<file path="src/logic/serial_port_consts.svh">
// Timing counts and field constants of the asynchronous serial port
`ifndef SERIAL_PORT_CONSTS_SVH
`define SERIAL_PORT_CONSTS_SVH

// Oversampling: 16 baud ticks per bit
`define SP_OVS_LAST  4'hF
`define SP_OVS_MID   4'h7
// Frame vector: start + 8 data + ninth + parity + 2 stop
`define SP_FRAME_W   13
// Received payload: 8 data + ninth + parity
`define SP_PAY_W     10
// Shortest data length is five bits
`define SP_LEN_BASE  4'h5
// Reset values
`define SP_DIV_RST   16'h0000
`define SP_DATA_RST  9'h000

`endif

</file>
<file path="src/logic/serial_port_pkg.sv">
// Types and shared helpers of the asynchronous serial port
package serial_port_pkg;

   typedef struct packed {
      logic [1:0] len;       // 0..3 selects 5..8 data bits
      logic       two_stop;
      logic       par_en;
      logic       par_odd;
      logic       nine;      // Address-detect ninth bit
      logic       dma_mode;
   } cfg_t;

   typedef struct packed {
      logic overrun;
      logic frame_err;
      logic par_err;
   } status_t;

   typedef enum logic [1:0] {
      TX_IDLE = 2'b01,
      TX_SEND = 2'b10
   } tx_state_t;

   typedef enum logic [3:0] {
      RX_IDLE  = 4'b0001,
      RX_START = 4'b0010,
      RX_DATA  = 4'b0100,
      RX_STOP  = 4'b1000
   } rx_state_t;

   function automatic logic [3:0] data_bits(input logic [1:0] len);
      data_bits = 4'(4'h5 + {2'h0, len});
   endfunction : data_bits

   function automatic logic [7:0] data_mask(input logic [1:0] len);
      data_mask = 8'(9'h1F << len) | 8'h1F;
      data_mask = 8'hFF >> (2'h3 - len);
   endfunction : data_mask

   // Even parity makes the count of ones even
   function automatic logic par_bit(input logic [7:0] d, input logic odd);
      par_bit = (^d) ^ odd;
   endfunction : par_bit

endpackage : serial_port_pkg

</file>
<file path="src/logic/async_serial_port.sv">
// Full-duplex asynchronous serial port: baud, receiver, buffers and DMA requests
//
// Overview of operation
// - Transmit and receive paths run independently and at the same time.
// - Optional ninth bit marks address characters for multidrop links.
// - Data length programmable from five to eight bits.
// - One or two stop bits sent; receiver checks the same count.
// - Parity none, even or odd; generated on transmit, checked on receive.
// - Programmed I/O: one buffered character beside each shifter.
// - DMA mode: separate transmit and receive request channels.
// - Both DMA channels default to low arbitration priority.
`timescale 1ns/1ps
`include "serial_port_consts.svh"
module async_serial_port (
   // Clock and reset
   input  wire logic                     sys_clk,
   input  wire logic                     rst,
   // Configuration
   input  wire serial_port_pkg::cfg_t    cfg,
   input  wire logic [15:0]              baud_div,
   input  wire logic                     dma_prio_boost,
   // Transmit programmed I/O
   input  wire logic                     tx_wr,
   input  wire logic [8:0]               tx_data,
   output logic                          tx_full_q,
   output logic                          tx_busy_q,
   // Receive programmed I/O and status
   input  wire logic                     rx_rd,
   output logic [8:0]                    rx_data_q,
   output logic                          rx_avail_q,
   output serial_port_pkg::status_t      status_q,
   input  wire serial_port_pkg::status_t status_clr,
   // DMA channels
   output logic                          tx_dma_req_q,
   input  wire logic                     tx_dma_ack,
   output logic                          rx_dma_req_q,
   input  wire logic                     rx_dma_ack,
   output logic                          dma_prio_q,
   // Serial line
   input  wire logic                     rxd,
   output logic                          txd_q
);

   logic [15:0]                 div_cnt_q;
   logic                        rxd_m_q;
   logic                        rxd_s_q;
   logic                        rxd_p_q;
   serial_port_pkg::rx_state_t  rx_state_q;
   logic [3:0]                  ovs_q;
   logic [3:0]                  idx_q;
   logic                        stop_idx_q;
   logic                        ferr_q;
   logic [`SP_PAY_W-1:0]        bits_q;

   ////////////////////////////////////////////////////////////////////////////////
   // Baud tick at sixteen times the bit rate
   wire [15:0] div_last = (baud_div == 16'h0000) ? 16'h0000 : 16'(baud_div - 16'h0001);
   wire        tick     = div_cnt_q >= div_last;

   always_ff @(posedge sys_clk) begin
      if (rst) begin
         div_cnt_q <= `SP_DIV_RST;
      end else begin
         div_cnt_q <= tick ? 16'h0000 : 16'(div_cnt_q + 16'h0001);
      end
   end

   ////////////////////////////////////////////////////////////////////////////////
   // Transmit path, fed by software or by the transmit DMA channel
   wire tx_load = cfg.dma_mode ? tx_dma_ack : tx_wr;

   serial_tx_path u_tx (
      .sys_clk     (sys_clk),
      .rst         (rst),
      .cfg         (cfg),
      .tick        (tick),
      .load        (tx_load),
      .load_data   (tx_data),
      .hold_full_q (tx_full_q),
      .txd_q       (txd_q),
      .busy_q      (tx_busy_q)
   );

   ////////////////////////////////////////////////////////////////////////////////
   // Receive line synchroniser; edge taken from the settled stage only
   always_ff @(posedge sys_clk) begin
      if (rst) begin
         rxd_m_q <= 1'b1;
         rxd_s_q <= 1'b1;
         rxd_p_q <= 1'b1;
      end else begin
         rxd_m_q <= rxd;
         rxd_s_q <= rxd_m_q;
         rxd_p_q <= rxd_s_q;
      end
   end

   wire        fall      = rxd_p_q && !rxd_s_q;
   wire        smp       = tick && ovs_q == `SP_OVS_MID;
   wire [3:0]  n_data    = serial_port_pkg::data_bits(cfg.len);
   wire [3:0]  pay_last  = 4'(n_data + {3'h0, cfg.nine} + {3'h0, cfg.par_en} - 4'h1);
   wire        last_stop = stop_idx_q == cfg.two_stop;
   wire        rx_done   = rx_state_q == serial_port_pkg::RX_STOP && smp && last_stop;

   // Field extraction from the assembled payload
   wire [7:0]  rx_d8     = bits_q[7:0] & serial_port_pkg::data_mask(cfg.len);
   wire        rx_ninth  = cfg.nine && bits_q[n_data];
   wire        rx_pbit   = bits_q[4'(n_data + {3'h0, cfg.nine})];
   wire        par_bad   = cfg.par_en
                           && rx_pbit != serial_port_pkg::par_bit(rx_d8, cfg.par_odd);
   wire        stop_bad  = ferr_q || !rxd_s_q;

   always_ff @(posedge sys_clk) begin
      if (rst) begin
         rx_state_q <= serial_port_pkg::RX_IDLE;
         ovs_q      <= 4'h0;
         idx_q      <= 4'h0;
         stop_idx_q <= 1'b0;
         ferr_q     <= 1'b0;
         bits_q     <= '0;
      end else begin
         if (tick) begin
            ovs_q <= 4'(ovs_q + 4'h1);
         end
         case (rx_state_q)
            serial_port_pkg::RX_IDLE: begin
               if (fall) begin
                  ovs_q      <= 4'h0;
                  rx_state_q <= serial_port_pkg::RX_START;
               end
            end
            serial_port_pkg::RX_START: begin
               if (smp) begin
                  idx_q      <= 4'h0;
                  bits_q     <= '0;
                  // A glitch shorter than half a bit is dropped
                  rx_state_q <= rxd_s_q ? serial_port_pkg::RX_IDLE : serial_port_pkg::RX_DATA;
               end
            end
            serial_port_pkg::RX_DATA: begin
               if (smp) begin
                  bits_q[idx_q] <= rxd_s_q;
                  idx_q         <= 4'(idx_q + 4'h1);
                  stop_idx_q    <= 1'b0;
                  ferr_q        <= 1'b0;
                  if (idx_q == pay_last) begin
                     rx_state_q <= serial_port_pkg::RX_STOP;
                  end
               end
            end
            serial_port_pkg::RX_STOP: begin
               if (smp) begin
                  ferr_q     <= stop_bad;
                  stop_idx_q <= 1'b1;
                  if (last_stop) begin
                     rx_state_q <= serial_port_pkg::RX_IDLE;
                  end
               end
            end
            default: rx_state_q <= serial_port_pkg::RX_IDLE;
         endcase
      end
   end

   ////////////////////////////////////////////////////////////////////////////////
   // Receive buffer, status and DMA requests
   wire rx_consume = rx_avail_q && (cfg.dma_mode ? rx_dma_ack : rx_rd);
   wire rx_accept  = rx_done && (!rx_avail_q || rx_consume);
   wire rx_avail_d = rx_accept || (rx_avail_q && !rx_consume);

   always_ff @(posedge sys_clk) begin
      if (rst) begin
         rx_avail_q <= 1'b0;
         rx_data_q  <= `SP_DATA_RST;
      end else begin
         rx_avail_q <= rx_avail_d;
         if (rx_accept) begin
            rx_data_q <= {rx_ninth, rx_d8};
         end
      end
   end

   // Set wins over a clear in the same cycle; old character kept on overrun
   always_ff @(posedge sys_clk) begin
      if (rst) begin
         status_q <= '0;
      end else begin
         status_q.overrun   <= (rx_done && !rx_accept)
                               || (status_q.overrun && !status_clr.overrun);
         status_q.frame_err <= (rx_done && stop_bad)
                               || (status_q.frame_err && !status_clr.frame_err);
         status_q.par_err   <= (rx_done && par_bad)
                               || (status_q.par_err && !status_clr.par_err);
      end
   end

   always_ff @(posedge sys_clk) begin
      if (rst) begin
         tx_dma_req_q <= 1'b0;
         rx_dma_req_q <= 1'b0;
         dma_prio_q   <= 1'b0;
      end else begin
         tx_dma_req_q <= cfg.dma_mode && !tx_full_q && !tx_load;
         rx_dma_req_q <= cfg.dma_mode && rx_avail_d;
         dma_prio_q   <= cfg.dma_mode && dma_prio_boost;
      end
   end

   ////////////////////////////////////////////////////////////////////////////////
   property p_rx_avail;
      @(posedge sys_clk) disable iff (rst) rx_done && !rx_avail_q |=> rx_avail_q;
   endproperty
   a_rx_avail: assert property (p_rx_avail) else $error("Received character not buffered");

   property p_overrun;
      @(posedge sys_clk) disable iff (rst)
         rx_done && rx_avail_q && !rx_consume |=> status_q.overrun && rx_avail_q;
   endproperty
   a_overrun: assert property (p_overrun) else $error("Overrun not flagged");

   property p_par_err;
      @(posedge sys_clk) disable iff (rst) rx_done && par_bad |=> status_q.par_err;
   endproperty
   a_par_err: assert property (p_par_err) else $error("Parity error not flagged");

   property p_frame_err;
      @(posedge sys_clk) disable iff (rst)
         rx_done && !rxd_s_q |=> status_q.frame_err ##1 status_q.frame_err || $past(status_clr.frame_err);
   endproperty
   a_frame_err: assert property (p_frame_err) else $error("Missing stop not flagged");

   property p_ninth;
      @(posedge sys_clk) disable iff (rst)
         rx_accept |=> rx_data_q[8] == $past(rx_ninth) && rx_data_q[7:0] == $past(rx_d8);
   endproperty
   a_ninth: assert property (p_ninth) else $error("Address bit or data wrong");

   property p_len;
      @(posedge sys_clk) disable iff (rst)
         rx_avail_q && !$changed(cfg.len) |-> (rx_data_q[7:0] & ~serial_port_pkg::data_mask(cfg.len)) == 8'h00;
   endproperty
   a_len: assert property (p_len) else $error("Bits beyond data length set");

   property p_dma_off;
      @(posedge sys_clk) disable iff (rst) !cfg.dma_mode |=> !tx_dma_req_q && !rx_dma_req_q;
   endproperty
   a_dma_off: assert property (p_dma_off) else $error("DMA request outside DMA mode");

   property p_prio;
      @(posedge sys_clk) disable iff (rst) !dma_prio_boost |=> !dma_prio_q;
   endproperty
   a_prio: assert property (p_prio) else $error("DMA priority raised by default");

   c_duplex: cover property (@(posedge sys_clk) disable iff (rst) tx_busy_q && rx_done);
   c_overrun: cover property (@(posedge sys_clk) disable iff (rst) rx_done && !rx_accept);
   c_dma_pair: cover property (@(posedge sys_clk) disable iff (rst) tx_dma_ack ##[1:400] rx_dma_ack);

endmodule : async_serial_port

</file>
<file path="src/logic/serial_tx_path.sv">
// Transmit path: holding register, frame builder and shifter
`timescale 1ns/1ps
`include "serial_port_consts.svh"
module serial_tx_path (
   // Clock and reset
   input  wire logic                  sys_clk,
   input  wire logic                  rst,
   // Configuration and baud tick
   input  wire serial_port_pkg::cfg_t cfg,
   input  wire logic                  tick,
   // Character load
   input  wire logic                  load,
   input  wire logic [8:0]            load_data,
   output logic                       hold_full_q,
   // Line
   output logic                       txd_q,
   output logic                       busy_q
);

   serial_port_pkg::tx_state_t   state_q;
   logic [8:0]                   hold_q;
   logic [`SP_FRAME_W-1:0]       frame_q;
   logic [3:0]                   left_q;
   logic [3:0]                   ovs_q;

   // Start low, data LSB first, ninth, parity, then idle-high stops
   function automatic logic [`SP_FRAME_W-1:0] build_frame(input serial_port_pkg::cfg_t c,
                                                          input logic [8:0] d);
      logic [3:0] pos;
      logic [7:0] dm;
      build_frame = '1;
      build_frame[0] = 1'b0;
      dm = d[7:0] & serial_port_pkg::data_mask(c.len);
      pos = serial_port_pkg::data_bits(c.len);
      for (int i = 0; i < 8; i++) begin
         if (4'(i) < pos) begin
            build_frame[i + 1] = dm[i];
         end
      end
      pos = 4'(pos + 4'h1);
      if (c.nine) begin
         build_frame[pos] = d[8];
         pos = 4'(pos + 4'h1);
      end
      if (c.par_en) begin
         build_frame[pos] = serial_port_pkg::par_bit(dm, c.par_odd);
      end
   endfunction : build_frame

   wire                    start     = state_q == serial_port_pkg::TX_IDLE && hold_full_q;
   wire                    bit_end   = tick && ovs_q == `SP_OVS_LAST;
   wire [`SP_FRAME_W-1:0]  frame_new = build_frame(cfg, hold_q);
   // Start + data + ninth + parity + stops; counts every bit that leaves the shifter
   wire [3:0]              frame_n   = 4'(4'h7 + {2'h0, cfg.len} + {3'h0, cfg.nine}
                                          + {3'h0, cfg.par_en} + {3'h0, cfg.two_stop});
   wire [3:0]              stop_n    = cfg.two_stop ? 4'h2 : 4'h1;

   // One-hot send bit, straight from the state flop
   assign busy_q = state_q[1];

   always_ff @(posedge sys_clk) begin
      if (rst) begin
         hold_q      <= `SP_DATA_RST;
         hold_full_q <= 1'b0;
      end else begin
         if (load && !hold_full_q) begin
            hold_q <= load_data;
         end
         // A load while full is dropped, so stale data is never resent
         hold_full_q <= (hold_full_q && !start) || (load && !hold_full_q);
      end
   end

   always_ff @(posedge sys_clk) begin
      if (rst) begin
         state_q <= serial_port_pkg::TX_IDLE;
         frame_q <= '1;
         left_q  <= 4'h0;
         ovs_q   <= 4'h0;
         txd_q   <= 1'b1;
      end else begin
         case (state_q)
            serial_port_pkg::TX_IDLE: begin
               txd_q <= 1'b1;
               if (start) begin
                  frame_q <= frame_new;
                  left_q  <= frame_n;
                  ovs_q   <= 4'h0;
                  txd_q   <= frame_new[0];
                  state_q <= serial_port_pkg::TX_SEND;
               end
            end
            serial_port_pkg::TX_SEND: begin
               if (tick) begin
                  ovs_q <= 4'(ovs_q + 4'h1);
               end
               if (bit_end) begin
                  if (left_q == 4'h1) begin
                     txd_q   <= 1'b1;
                     state_q <= serial_port_pkg::TX_IDLE;
                  end else begin
                     frame_q <= {1'b1, frame_q[`SP_FRAME_W-1:1]};
                     txd_q   <= frame_q[1];
                     left_q  <= 4'(left_q - 4'h1);
                  end
               end
            end
            default: state_q <= serial_port_pkg::TX_IDLE;
         endcase
      end
   end

   ////////////////////////////////////////////////////////////////////////////////
   property p_idle_high;
      @(posedge sys_clk) disable iff (rst) !busy_q |-> txd_q;
   endproperty
   a_idle_high: assert property (p_idle_high) else $error("Line not high while idle");

   property p_start_low;
      @(posedge sys_clk) disable iff (rst) start |=> busy_q && !txd_q;
   endproperty
   a_start_low: assert property (p_start_low) else $error("Start bit not low");

   property p_hold_load;
      @(posedge sys_clk) disable iff (rst) load && !hold_full_q |=> hold_full_q;
   endproperty
   a_hold_load: assert property (p_hold_load) else $error("Holding register not filled");

   property p_stop_high;
      @(posedge sys_clk) disable iff (rst) busy_q && left_q <= stop_n |-> txd_q;
   endproperty
   a_stop_high: assert property (p_stop_high) else $error("Stop bit not high");

endmodule : serial_tx_path

</file>
<file path="config.mk">
export PLATFORM = sky130hd
export DESIGN_NAME = async_serial_port
export DESIGN_NICKNAME = d
export VERILOG_FILES = /design/src/logic/serial_port_pkg.sv /design/src/logic/async_serial_port.sv /design/src/logic/serial_tx_path.sv
export VERILOG_INCLUDE_DIRS = /design/src /design/src/logic
export SDC_FILE = /design/constraint.sdc
export NUM_CORES = 1
export LEC_CHECK = 0
export ABC_CLOCK_PERIOD_IN_PS = 7600
export BUFFER_PORTS_ARGS = -buffer_cell sky130_fd_sc_hd__buf_2
export CAP_MARGIN = 20
export CORE_MARGIN = 2
export CORE_UTILIZATION = 35
export CTS_BUF_LIST = sky130_fd_sc_hd__clkbuf_4 sky130_fd_sc_hd__clkbuf_8 sky130_fd_sc_hd__clkbuf_16
export DETAILED_ROUTE_END_ITERATION = 16
export GPL_TIMING_DRIVEN = 1
export SYNTH_ARGS = -nofsm -noshare
export SYNTH_HDL_FRONTEND = slang
export SYNTH_SLANG_ARGS = --single-unit
</file>
<file path="constraint.sdc">
create_clock -name sys_clk -period 7.6 [get_ports sys_clk]
set_input_delay 1.14 -clock sys_clk [delete_from_list [all_inputs] [get_ports sys_clk]]
set_output_delay 1.14 -clock sys_clk [all_outputs]
set_load 0.005 [all_outputs]
</file>
== Word-level counts from Yosys, hierarchy flattened ==
Cells that the tools add are included.
Word-level totals
  register bits: 93
  input port bits: 43
  output and inout port bits: 19
  logic and storage cells: 212
Cells by class
  $add $sub $neg: 17
  order comparisons: 17
  equality and inequality tests: 23
  shift-type cells: 1
  muxes and demuxes: 68
  bitwise gates (word level): 4
  reductions and logical operators: 57
Operator list (number)
  4-bit two-way mux: 17
  13-bit two-way mux: 5
  13-bit bitwise mux: 2
  1-bit logical AND: 26
  13-bit case mux with 2 select lines: 1
  4-bit by 5-bit < comparator with 1-bit output (second input constant): 5
  4-bit case mux with 2 select lines: 3
  1-bit two-way mux: 21
  4-bit by 1-bit adder with 4-bit output: 5
  4-bit by 1-bit adder with 4-bit output (second input constant): 5
  10-bit two-way mux: 2
  10-bit case mux with 2 select lines: 1
  16-bit by 1-bit adder with 16-bit output (second input constant): 1
  8-bit bitwise AND: 2
  16-bit greater-or-equal comparator: 1
  16-bit logical NOT: 1
  3-bit by 4-bit < comparator with 1-bit output (first input constant): 4
  16-bit two-way mux: 1
  2-bit != test (second input constant): 8
  4-bit case mux with 4 select lines: 1
  8-bit XOR reduction: 2
  16-bit by 1-bit subtractor with 16-bit output (second input constant): 1
  1-bit demux with 4-bit select: 3
  4-bit by 1-bit greater-or-equal comparator with 1-bit output (second input constant): 3
  other kinds (31): 66

== Logic depth before layout (Yosys ltp) ==
Gate-level depths: netlist (run 1).
  depth after elaboration: 12
  gate-level depth with buffers: 17
  gate-level depth less buffers: 14

== By module ==
A second synthesis (run 1) with hierarchy kept.
Second synthesis, totals
  cells, all modules: 739
  area, all modules: 6084.6 um^2
Modules (own cells, without submodules)
  async_serial_port: times used 1, cells each 438, area each 3763.6 um^2, seq. area each 1181.1 um^2
  serial_tx_path: times used 1, cells each 301, area each 2321.0 um^2, seq. area each 660.6 um^2

== Worst setup path before layout (run 1) ==
OpenSTA, ideal clock, no wires.
  kind: input-to-reg
  start point: input baud_div[10]
  end point: register rx_data_q[8]
  setup time: 0.068 ns
  arrival time: 4.428 ns
  data required time: 7.532 ns
  slack: 3.105 ns
  stages: 14
  path buffers: 2
  cell sequence: or4_1 -> nor2_1 -> nand4_1 -> and2_1 -> ha_1 -> nor2b_4 -> o21ai_1 -> a41oi_1 -> o31a_1 -> buf_6 -> or4b_4 -> buf_6 -> or3_1 -> a21oi_2
On the way
  cells in the longest elaborated chain, start to end: 7
  elaborated cells on any way between the ends: 8
  classes of those cells: add/sub: 1; order compare: 1; mux: 1; reduce/logical: 5
RTL lines
  from (decl): RTL line async_serial_port.sv:20  | input wire logic [15:0] baud_div,
  16-bit by 1-bit subtractor with 16-bit output / 16-bit logical NOT (equally long branches): RTL line async_serial_port.sv:57  | wire [15:0] div_last = (baud_div == 16'h0000) ? 16'h0000 : 16'(baud_div - 16'h0001);
  16-bit two-way mux *: RTL line async_serial_port.sv:57
  16-bit greater-or-equal comparator *: RTL line async_serial_port.sv:58  | wire tick = div_cnt_q >= div_last;
  1-bit logical AND (no line) *
  1-bit logical AND * (2 in a row): RTL line async_serial_port.sv:103  | wire rx_done = rx_state_q == serial_port_pkg::RX_STOP && smp && last_stop;
  1-bit logical AND *: RTL line async_serial_port.sv:168  | wire rx_accept = rx_done && (!rx_avail_q || rx_consume);
  to (signal assigned): RTL line async_serial_port.sv:174  | rx_data_q <= `SP_DATA_RST;
  to (signal assigned): RTL line async_serial_port.sv:178  | rx_data_q <= {rx_ninth, rx_d8};
  to (decl): RTL line async_serial_port.sv:29  | output logic [8:0] rx_data_q,
Mark *: on every way between the ends. The rest lies on a longest branch, timed or not.
A chain may end at the register's enable or synchronous reset.

== Worst setup path after layout (run 1) ==
Ends and elaborated chain as after synthesis.

==> impl_metrics.yaml, run 1 <==
cts:
  path_clk_slew_ps: 70
  hold_buffers: 0
  cts_tree: "done"
  root_buffer: "clkbuf_16"
  numCtsBuffers: 9
  htreeDepth: 3
  clock_latency_ps: 350
  cts_resized: 0
  cts_buffer_depth: 2
  post-cts-setup-buffers: 0
  cts_sinks: 92
setup_path:
  worstReg2RegEnd: "rx_data_q[8]"
  cp_cell_sequence: "buf_2, or4_1, nor2_1, nand4_1, and2_1, ha_1, nor2b_4, o21ai_1, a41oi_1, o31a_1, or4b_4, or3_1, a21oi_2"
  critPathSlowestCell: "or4b_4"
  worst_r2r_path_depth: 9
  cp_num_buf_inv: 1
  cp_top_family: "simple AND/OR/NAND/NOR gates"
  startpoint_type: "primary input"
  crit_type: "primary input to register"
  required_ps: 7880
  crit_path_end_kind: "register"
  r2r_start: "div_cnt_q[0]"
  slowest_delay_ps: 710
  worstPathArrival_ps: 5170
  r2r_setup_slack_ps: 4680
  cp_max_fo: 16
grt:
  overflow: 0
  antenna_found_initial: 0
  grt_use_total: 0.1490
  grt_pass1_wl_um: 21510
  grt_pass1_vias: 4391
  grt_start_max_net_pins: 66
cells_and_area:
  layout-drive-gt1-share: 0.1324
  final_core_util: 0.4079
  layout.cells.non_filler: 956
  fin_nets: 824
  diodes: 0
  final_area_um2: 6504
  num-fill-cells: 1633
  area_delta_synth_final_pct: 13.92
timing:
  setup_ws_ps: 2712
  rsz0062_at_grt: "no"
  tns_ps: 0
  fin_crit_ps: 4888
  fin_skew_ps: 11.00
  relSlewSlack: 0.3357
  period_share: 0.6431
  tightestPinTransition_ps: 988.3
  setup_viol: 0
  drv_slew: 0
  max_freq_mhz: 204.6
  hold_viol_final: 0
worst_hold_path:
  hp-class: "register to register"
  min_from: "rxd_m_q"
  hold_path_depth: 1
  hold_end: "rxd_s_q"
place:
  dp_cells: 939
  place_ws_ps: 2250
  hpwl_um: 9484
  post_dp_cell_area_um2: 6157
  io_buffer_count: 61
  place_congestion: 0.8309
die:
  boundaryPins: 62
  die_area_um2: 17350
  die_w_um: 131.7
  row_count: 46
  start_util: 0.3581
  core_region_area_um2: 15940
  die_h_um: 131.7
logic_synthesis:
  ys_seq_area_frac: 0.3226
  synth_area_um2: 5709
  yosysWarnings: 0
  synth_cell_types: 64
  ys_dominant_reg_cell: "dfxtp_1"
  synth_seq_cells: 92
  synth-async-reset-ratio: 0
  synth_cells: 692
  synth_fp_nets: 781
  syn_avg_cell_area_um2: 8.250
  synth_edf_count: 0
route:
  vias: 4824
  drc: 0
  drt_wl_total_um: 12830
  via_per_inst: 5.046
  drt_pass1_iterations: 5
  avgRoutedWirePerCell_um: 13.42
  detail-route-antenna-nets: 0
  drt_iter0_drc: 448
power_and_ir_drop:
  power_density_nw_per_um2: 201.8
  p_leak_nw: 2.728
  vdd_drop_max_mv: 0.1321
run:
  drv_cap: 0
status:
  status: "finished, final reports clean"
-- cell families after synthesis --
kind of cell,after synthesis,share of synthesized area
adder cells (fa/ha/maj),46,0.1048
flip-flops,92,0.3226
XOR/XNOR,54,0.08525
AO/OA/AOI/OAI,142,0.1563
buffers and inverters,61,0.04668
AND/OR/NAND/NOR,266,0.2253
multiplexers,31,0.05917
-- area by class of cell --
cell class | instances | area, µm² | share of cell area
repair buffers | 65 | 339.1 | 0.05214
flip-flops and latches | 92 | 1842 | 0.2832
inverters | 28 | 105.1 | 0.01616
multi-input cells | 539 | 3612 | 0.5554
well taps | 216 | 270.3 | 0.04155
clock inverters | 5 | 82.58 | 0.01270
clock buffers | 11 | 252.7 | 0.03886
-- synth_stat cells (3+ instances only) --
cell type   n  area (µm²)
dfxtp_1    92        1842
nor2_1     87       326.6
nand2_1    64       240.2
a21oi_1    49       245.2
ha_1       43       538.0
xnor2_1    30       262.8
mux2i_1    29       290.3
o21ai_0    28       140.1
inv_1      26       97.59
clkbuf_1   25       93.84
nand3_1    23       115.1
xor2_1     23       201.4
nor3_1     19       95.09
nand4_1    12       75.07
a211oi_1    9       67.56
and3_1      8       50.05
nor2b_1     7       43.79
or3_1       7       43.79
a31oi_1     6       37.54
nand2b_1    6       37.54
nor4_1      6       37.54
o211ai_1    6       45.04
o31ai_1     5       37.54
a211o_1     4       35.03
buf_6       4       45.04
nand3b_1    4       30.03
o22ai_1     4       25.02
a21o_1      3       22.52
a221oi_1    3       26.28
a22oi_1     3       22.52
a31o_2      3       26.28
and2_1      3       18.77
and3b_1     3       26.28
fa_1        3       60.06
nor4b_1     3       26.28
o311ai_0    3       26.28
o41ai_1     3       26.28
or2_2       3       18.77
-- power by group --
part	internal [mW]	switching [mW]	total (mW)
Sequential	0.514	0.0248	0.539
Clock	0.307	0.194	0.501
Combinational	0.110	0.163	0.272
Total	0.931	0.381	1.31
-- how the worst max path moves through the flow --
stage / slack (ps) / endpoint / start / cells past startpoint
after global placement: 2330 / u_tx.frame_q[1] / baud_div[10] / 14
after floorplan: 3100 / rx_data_q[8] / baud_div[10] / 14
after CTS: 2620 / u_tx.frame_q[1] / baud_div[10] / 14
after global routing: 2240 / bits_q[6] / baud_div[5] / 13
final: 2710 / rx_data_q[8] / baud_div[10] / 13
after detailed placement: 2250 / u_tx.frame_q[11] / baud_div[10] / 14
-- flip-flops by register name, indices dropped and copies added, names as in the netlist, 3 cells and up --
register      cells
div_cnt_q        16
u_tx.frame_q     12
bits_q           10
rx_data_q         9
u_tx.hold_q       9
idx_q             4
ovs_q             4
rx_state_q        4
u_tx.left_q       4
u_tx.ovs_q        4
status_q          3
-- through the flow --
| stage | power, mW | hold slack (ps) |
|---|---|---|
| after global routing | 1.383 | 426.1 |
| final | 1.312 | 410.7 |
| after detailed placement | 0.8175 | 398.5 |
| after floorplan | 0.7474 | 389.5 |
| after CTS | 1.319 | 413.2 |
| after global placement | 0.8172 | 396.8 |
-- layer usage --
layer	wire length, µm	share of wire	vias up	global-route usage
met2	5867	0.46	67	0.2324
met4	198	0.015	0	0.05918
li1	-	-	2543	-
met5	0	0	-	0
met1	6324	0.49	2203	0.2069
met3	438	0.034	11	0.02238
-- cell usage in the layout (no fill, tap or decap), types with 4 or more instances in the layout --
cell | netlist | layout
and3_1 | 8 | 8
clkbuf_16 | 0 | 9
nor4_1 | 6 | 6
inv_1 | 26 | 26
dfxtp_1 | 92 | 92
nor2_1 | 87 | 87
a21oi_1 | 49 | 49
a31oi_1 | 6 | 5
o211ai_1 | 6 | 6
nand3b_1 | 4 | 4
ha_1 | 43 | 43
nor2b_1 | 7 | 7
xnor2_1 | 30 | 30
nand4_1 | 12 | 12
o21ai_0 | 28 | 28
xor2_1 | 23 | 23
a211oi_1 | 9 | 9
nand2b_1 | 6 | 6
nand3_1 | 23 | 23
a211o_1 | 4 | 4
nand2_1 | 64 | 64
nor3_1 | 19 | 19
o22ai_1 | 4 | 4
o31ai_1 | 5 | 4
mux2i_1 | 29 | 29
buf_2 | 1 | 61
or3_1 | 7 | 7
-- worst reg2reg max path: cells and delay by family (launching register included) --
family	cells	cell delay, ps
compound gates	4	900
fa+ha+maj	1	320
buf+inv	1	80
flops	1	400
simple gates	3	1150
Note: power is estimated with default switching activity, not from simulation.
==> run 2: changes to the inputs <==
--- a/config.mk
+++ b/config.mk
@@ -6,7 +6,8 @@
 export SDC_FILE = /design/constraint.sdc
 export NUM_CORES = 1
 export LEC_CHECK = 0
-export ABC_CLOCK_PERIOD_IN_PS = 7600
+export ABC_AREA = 1
+export ABC_CLOCK_PERIOD_IN_PS = 4400
 export BUFFER_PORTS_ARGS = -buffer_cell sky130_fd_sc_hd__buf_2
 export CAP_MARGIN = 20
 export CORE_MARGIN = 2
==> constraint.sdc (replaced) <==
create_clock -name sys_clk -period 4.4 [get_ports sys_clk]
set_input_delay 0.66 -clock sys_clk [delete_from_list [all_inputs] [get_ports sys_clk]]
set_output_delay 0.66 -clock sys_clk [all_outputs]
set_load 0.005 [all_outputs]
==> run 2 against run 1 <==
Sequential share of layout area decreased by 2.0 points. Combinational power increased to 2.6 times the previous value. Largest power group unchanged. First-iteration DRC count decreased by 20%. Clock-buffer cell count increased by 2. Non-clock buffer count decreased by 2.
==> impl_metrics.yaml, run 2 <==
status:
  status: "finished, final reports clean"
cells_and_area:
  final_core_util: 0.4032
  layout_common_cells: "nand2_1 (257), nor2_1 (126), inv_1 (123), dfxtp_1 (92), nand3_1 (80)"
  area_delta_synth_final_pct: 12.29
  largest_reg_flops: 16
  diodes: 0
  layout_commonest_cell: "nand2_1"
  reg.largest.list: "div_cnt_q: 16 flops, u_tx.frame_q: 12 flops, bits_q: 10 flops"
  num-fill-cells: 1896
  final_area_um2: 6998
  fin_nets: 1098
  layout-drive-gt1-share: 0.1144
  regMostFlops: "div_cnt_q"
setup_path:
  critPathSlowestCell: "nand3_1"
  worstPathArrival_ps: 3850
  required_ps: 4610
  crit_type: "primary input to register"
  crit_path_end_kind: "register"
  slowest_delay_ps: 430
  cp_cell_sequence: "buf_2, inv_1, ha_1, inv_1, nor2_2, inv_1, nor2_2, nand2_1, inv_1, a31oi_1, or3b_1, ha_1, nand2_1, o21ai_0, a21oi_2, nand2_4, nand3_1, o21ai_0, a21oi_1"
  cp_num_buf_inv: 5
  startpoint_type: "primary input"
  cp_max_fo: 14
  cp_top_family: "simple AND/OR/NAND/NOR gates"
  cpMostUsedCell: "inv_1"
grt:
  overflow: 0
  grt_use_total: 0.1687
  grt_start_max_net_pins: 35
  grt_pass1_vias: 5424
  antenna_found_initial: 0
  grt_pass1_wl_um: 25380
logic_synthesis:
  yosysWarnings: 0
  synth_seq_cells: 92
  synth_fp_nets: 1049
  ys_seq_area_frac: 0.2955
  synth.area.top_cells: "dfxtp_1 (30%), nand2_1 (15%), ha_1 (8.6%)"
  synth_commonest_cells: "nand2_1 (257), nor2_1 (126), inv_1 (123), dfxtp_1 (92), nand3_1 (80)"
  synth_top_cell_by_area: "dfxtp_1"
  ys_dominant_reg_cell: "dfxtp_1"
  synth_edf_count: 0
  synth_cells: 960
  synth_top_area_frac: 0.2955
  synth_cell_types: 48
  synth_area_um2: 6232
  synth.most_common_cell: "nand2_1"
  synth-async-reset-ratio: 0
  syn_avg_cell_area_um2: 6.492
cts:
  clock_latency_ps: 350
  cts_resized: 0
  cts_buffer_depth: 2
  path_clk_slew_ps: 60
  hold_buffers: 0
  post-cts-setup-buffers: 0
  cts_tree: "done"
  htreeDepth: 3
  numCtsBuffers: 9
  cts_sinks: 92
  root_buffer: "clkbuf_16"
die:
  boundaryPins: 62
  die_area_um2: 18890
  row_count: 48
  start_util: 0.3591
  die_h_um: 137.4
  die_w_um: 137.4
  core_region_area_um2: 17360
power_and_ir_drop:
  power_density_nw_per_um2: 357.2
  p_leak_nw: 3.342
  vdd_drop_max_mv: 0.1769
  p_total_mw: 2.499
timing:
  hold_viol_final: 0
  drv_slew: 0
  rsz0062_at_grt: "no"
  fin_skew_ps: 11.02
  setup_viol: 0
  period_share: 0.8265
  max_freq_mhz: 275.0
  tightestPinTransition_ps: 595.7
  fin_crit_ps: 3636
  setup_ws_ps: 763.6
  tns_ps: 0
  relSlewSlack: 0.5992
place:
  place_congestion: 0.8624
  post_dp_cell_area_um2: 6685
  place_ws_ps: 432.7
  io_buffer_count: 61
  hpwl_um: 11160
run:
  drv_cap: 0
route:
  drt_iter0_drc: 359
  avgRoutedWirePerCell_um: 11.91
  vias: 5847
  detail-route-antenna-nets: 0
  drt_wl_total_um: 14760
  drc: 0
  drt_pass1_iterations: 5
  via_per_inst: 4.719
worst_hold_path:
  hp-class: "register to register"
run 2: where the power goes:
| group | internal (mW) | total, mW | switching, mW |
|---|---|---|---|
| registers | 0.921 | 0.975 | 0.0540 |
| logic | 0.244 | 0.702 | 0.458 |
| clock network | 0.485 | 0.823 | 0.338 |
run 2: cell type report:
class	instances	area [µm²]	area share
Clock inverter	3	45.04	0.006437
Inverter	126	473.0	0.06758
Sequential cell	92	1842	0.2632
Multi-Input combinational cell	717	3769	0.5385
Timing Repair Buffer	63	320.3	0.04577
Tap cell	225	281.5	0.04023
Clock buffer	13	267.8	0.03826
run 2: cell families (layout without fill, tap and decap cells):
group,count (synthesis),count (layout),synth area share
xor+xnor,22,22,0.03092
compound gates,118,118,0.1004
fa+ha+maj,46,46,0.09597
simple gates,531,531,0.3774
buf+inv,151,205,0.09978
flops,92,92,0.2955
run 2: final timing paths:
kind                   startpoint          endpoint  slack (ps)  cells after the start
setup / recovery      baud_div[0]         bits_q[2]         760                     19
hold / removal            rxd_m_q           rxd_s_q         420                      1
setup reg to reg  u_tx.state_q[0]  u_tx.frame_q[12]        2070                      8
hold reg to reg           rxd_m_q           rxd_s_q         420                      1
run 2: routing by layer:
metal / vias up / GRT usage / wire [µm]
li1: 3158 / - / -
met1: 2554 / 0.2313 / 7558
met2: 117 / 0.2692 / 6353
met3: 18 / 0.01950 / 531
met4: 0 / 0.06873 / 316
met5: - / 0 / 0
run 2: metrics by stage:
stage,cells,hold WS (ps)
2_1_floorplan,960,389.5
3_3_place_gp,1223,410.0
3_5_place_dp,1223,404.1
4_1_cts,1239,428.7
5_1_grt,1239,439.2
6_report,1239,419.9
==> run 3: changes to the inputs <==
--- a/config.mk
+++ b/config.mk
@@ -7,7 +7,7 @@
 export NUM_CORES = 1
 export LEC_CHECK = 0
 export ABC_AREA = 1
-export ABC_CLOCK_PERIOD_IN_PS = 4400
+export ABC_CLOCK_PERIOD_IN_PS = 3000
 export BUFFER_PORTS_ARGS = -buffer_cell sky130_fd_sc_hd__buf_2
 export CAP_MARGIN = 20
 export CORE_MARGIN = 2
==> constraint.sdc (replaced) <==
create_clock -name sys_clk -period 3 [get_ports sys_clk]
set_input_delay 0.45 -clock sys_clk [delete_from_list [all_inputs] [get_ports sys_clk]]
set_output_delay 0.45 -clock sys_clk [all_outputs]
set_load 0.005 [all_outputs]
==> run 3 against run 2 <==
Clock-buffer cell count shrank 2. Critical path depth grew 2. Routed wire length grew 6.2%. Final area grew 7.6%. Clock power grew 32%. Cell count grew 4.0%. Via count grew 3.2%. Core utilization grew 3.1 points. Die area is the same. Setup slack lost 610 ps. Combinational power grew 65%. Sequential power grew 47%. Critical endpoint is now bits_q[8]. Largest cell class unchanged.
==> impl_metrics.yaml, run 3 (synthesis results as in run 2) <==
route:
  drt_pass1_iterations: 5
  avgRoutedWirePerCell_um: 12.17
  drt_wl_total_um: 15670
  via_per_inst: 4.683
  detail-route-antenna-nets: 0
  drt_iter0_drc: 316
  vias: 6032
  drc: 0
setup_path:
  critPathSlowestCell: "or3b_1"
  worstPathArrival_ps: 3130
  required_ps: 3280
  cpMostUsedCell: "nand2_2"
  r2r_start: "div_cnt_q[0]"
  worst_r2r_path_depth: 13
  cp_cell_sequence: "buf_6, inv_4, ha_4, inv_4, nor2_4, inv_2, nor2_4, nand2_2, inv_2, a31oi_1, or3b_1, ha_1, nand2_2, nor3_2, nand2_2, nand2_8, buf_8, nand2_8, nor2_8, nand3_2, a21oi_2"
  startpoint_type: "primary input"
  crit_path_end_kind: "register"
  cp_max_fo: 7
  worstReg2RegEnd: "bits_q[8]"
  crit_type: "primary input to register"
  r2r_setup_slack_ps: 920
  slowest_delay_ps: 380
place:
  place_congestion: 0.8422
  dp_cells: 1267
  hpwl_um: 11620
  io_buffer_count: 61
power_and_ir_drop:
  power_density_nw_per_um2: 489.3
  p_total_mw: 3.685
  p_leak_nw: 3.591
  vdd_drop_max_mv: 0.2896
run:
  drv_cap: 0
timing:
  fin_skew_ps: 10.55
  drv_slew: 0
  setup_viol: 0
  period_share: 0.9475
  rsz0062_at_grt: "yes"
  tightestPinTransition_ps: 626.0
  max_freq_mhz: 351.8
  relSlewSlack: 0.5827
  hold_viol_final: 0
  fin_crit_ps: 2843
cells_and_area:
  layout.cells.non_filler: 1288
  layout_commonest_cell: "nand2_1"
  layout_common_cells: "nand2_1 (253), nor2_1 (121), inv_1 (116), dfxtp_1 (92), nand3_1 (73)"
  layout-drive-gt1-share: 0.1834
  largest_reg_flops: 16
  num-fill-cells: 1854
  multi_input_area_um2: 3930
  diodes: 0
  reg.largest.list: "div_cnt_q: 16 flops, u_tx.frame_q: 12 flops, bits_q: 10 flops"
  regMostFlops: "div_cnt_q"
  register_area_um2: 1842
  fin_nets: 1148
  area_delta_synth_final_pct: 20.82
die:
  boundaryPins: 62
  start_util: 0.3591
  core_region_area_um2: 17360
  die_h_um: 137.4
  row_count: 48
  die_w_um: 137.4
  die_area_um2: 18890
cts:
  cts_buffer_depth: 2
  path_clk_slew_ps: 70
  numCtsBuffers: 9
  clock_latency_ps: 350
  cts_sinks: 92
  cts_tree: "done"
  htreeDepth: 3
  root_buffer: "clkbuf_16"
  hold_buffers: 0
grt:
  grt_pass1_wl_um: 25390
  antenna_found_initial: 0
  grt_pass1_vias: 5384
  grt_start_max_net_pins: 28
  overflow: 0
  grt_use_total: 0.1693
worst_hold_path:
  hp-class: "primary input to register"
  hold_path_depth: 2
  min_from: "rxd"
  hold_end: "rxd_m_q"
status:
  status: "finished, final reports clean"
==> run 3: cell count changes in the layout (fill, tap and decap cells not counted), sizes merged <==
cell      previous run  this run
buf                 63       112
bufinv               1         0
clkinvlp             2         1
clkinv               2         5
nor2               133       134
clkbuf              13        11
==> run 3: cell type report <==
class | instances | area share
clock inverters | 4 | 0.003490
multi-input cells | 718 | 0.5219
clock buffers | 11 | 0.03274
flip-flops and latches | 92 | 0.2446
repair buffers | 112 | 0.09571
well taps | 225 | 0.03739
inverters | 126 | 0.06414
==> run 3: timing repair <==
action / 4_1_cts / 5_1_grt
endpoints found under the setup margin: 3 / 59
pin swaps: 0 / 27
gates resized for setup: 1 / 48
setup buffers: 0 / 5
cloned: 0 / 1
==> run 3: worst max-delay path by stage <==
stage | start | to | cells after the start
floorplan | baud_div[0] | u_tx.frame_q[10] | 22
global placement | baud_div[0] | u_tx.left_q[2] | 21
detailed placement | baud_div[0] | u_tx.frame_q[12] | 20
CTS | baud_div[0] | u_tx.left_q[3] | 22
global route | baud_div[1] | bits_q[2] | 21
finish | baud_div[1] | bits_q[8] | 21
==> run 3: per-layer routing <==
metal | track usage | share of wire | up-vias
li1 | - | - | 3262
met1 | 0.2371 | 0.52 | 2657
met2 | 0.2634 | 0.43 | 94
met3 | 0.02465 | 0.032 | 19
met4 | 0.06186 | 0.017 | 0
met5 | 0 | 0 | -
==> run 3: report_power, final <==
part           leakage [nW]  internal, mW  switching [mW]  total (mW)
Combinational          2.71         0.448           0.711        1.16
Clock                 0.135         0.588           0.503        1.09
Sequential            0.750          1.35          0.0834        1.43
==> run 3: worst max-delay path, delay by kind of cell <==
| family | cells | cell delay [ps] |
|---|---|---|
| simple gates | 11 | 1570 |
| buf+inv | 6 | 440 |
| fa+ha+maj | 2 | 450 |
| compound gates | 2 | 210 |
==> run 3: through the flow <==
| stage | setup WS (ps) | util | hold slack [ps] | TNS (ps) | area, µm² |
|---|---|---|---|---|---|
| detailed placement | -420.4 | 0.4049 | 407.3 | -14570 | 7028 |
| global route | -46.59 | 0.4338 | 301.0 | -458.9 | 7530 |
| floorplan | 6.071 | - | 389.5 | 0 | 6232 |
| global placement | -377.4 | 0.4049 | 410.0 | -11130 | 7028 |
| finish | 157.4 | 0.4338 | 294.7 | 0 | 7530 |
| CTS | 65.88 | 0.4209 | 285.3 | 0 | 7306 |
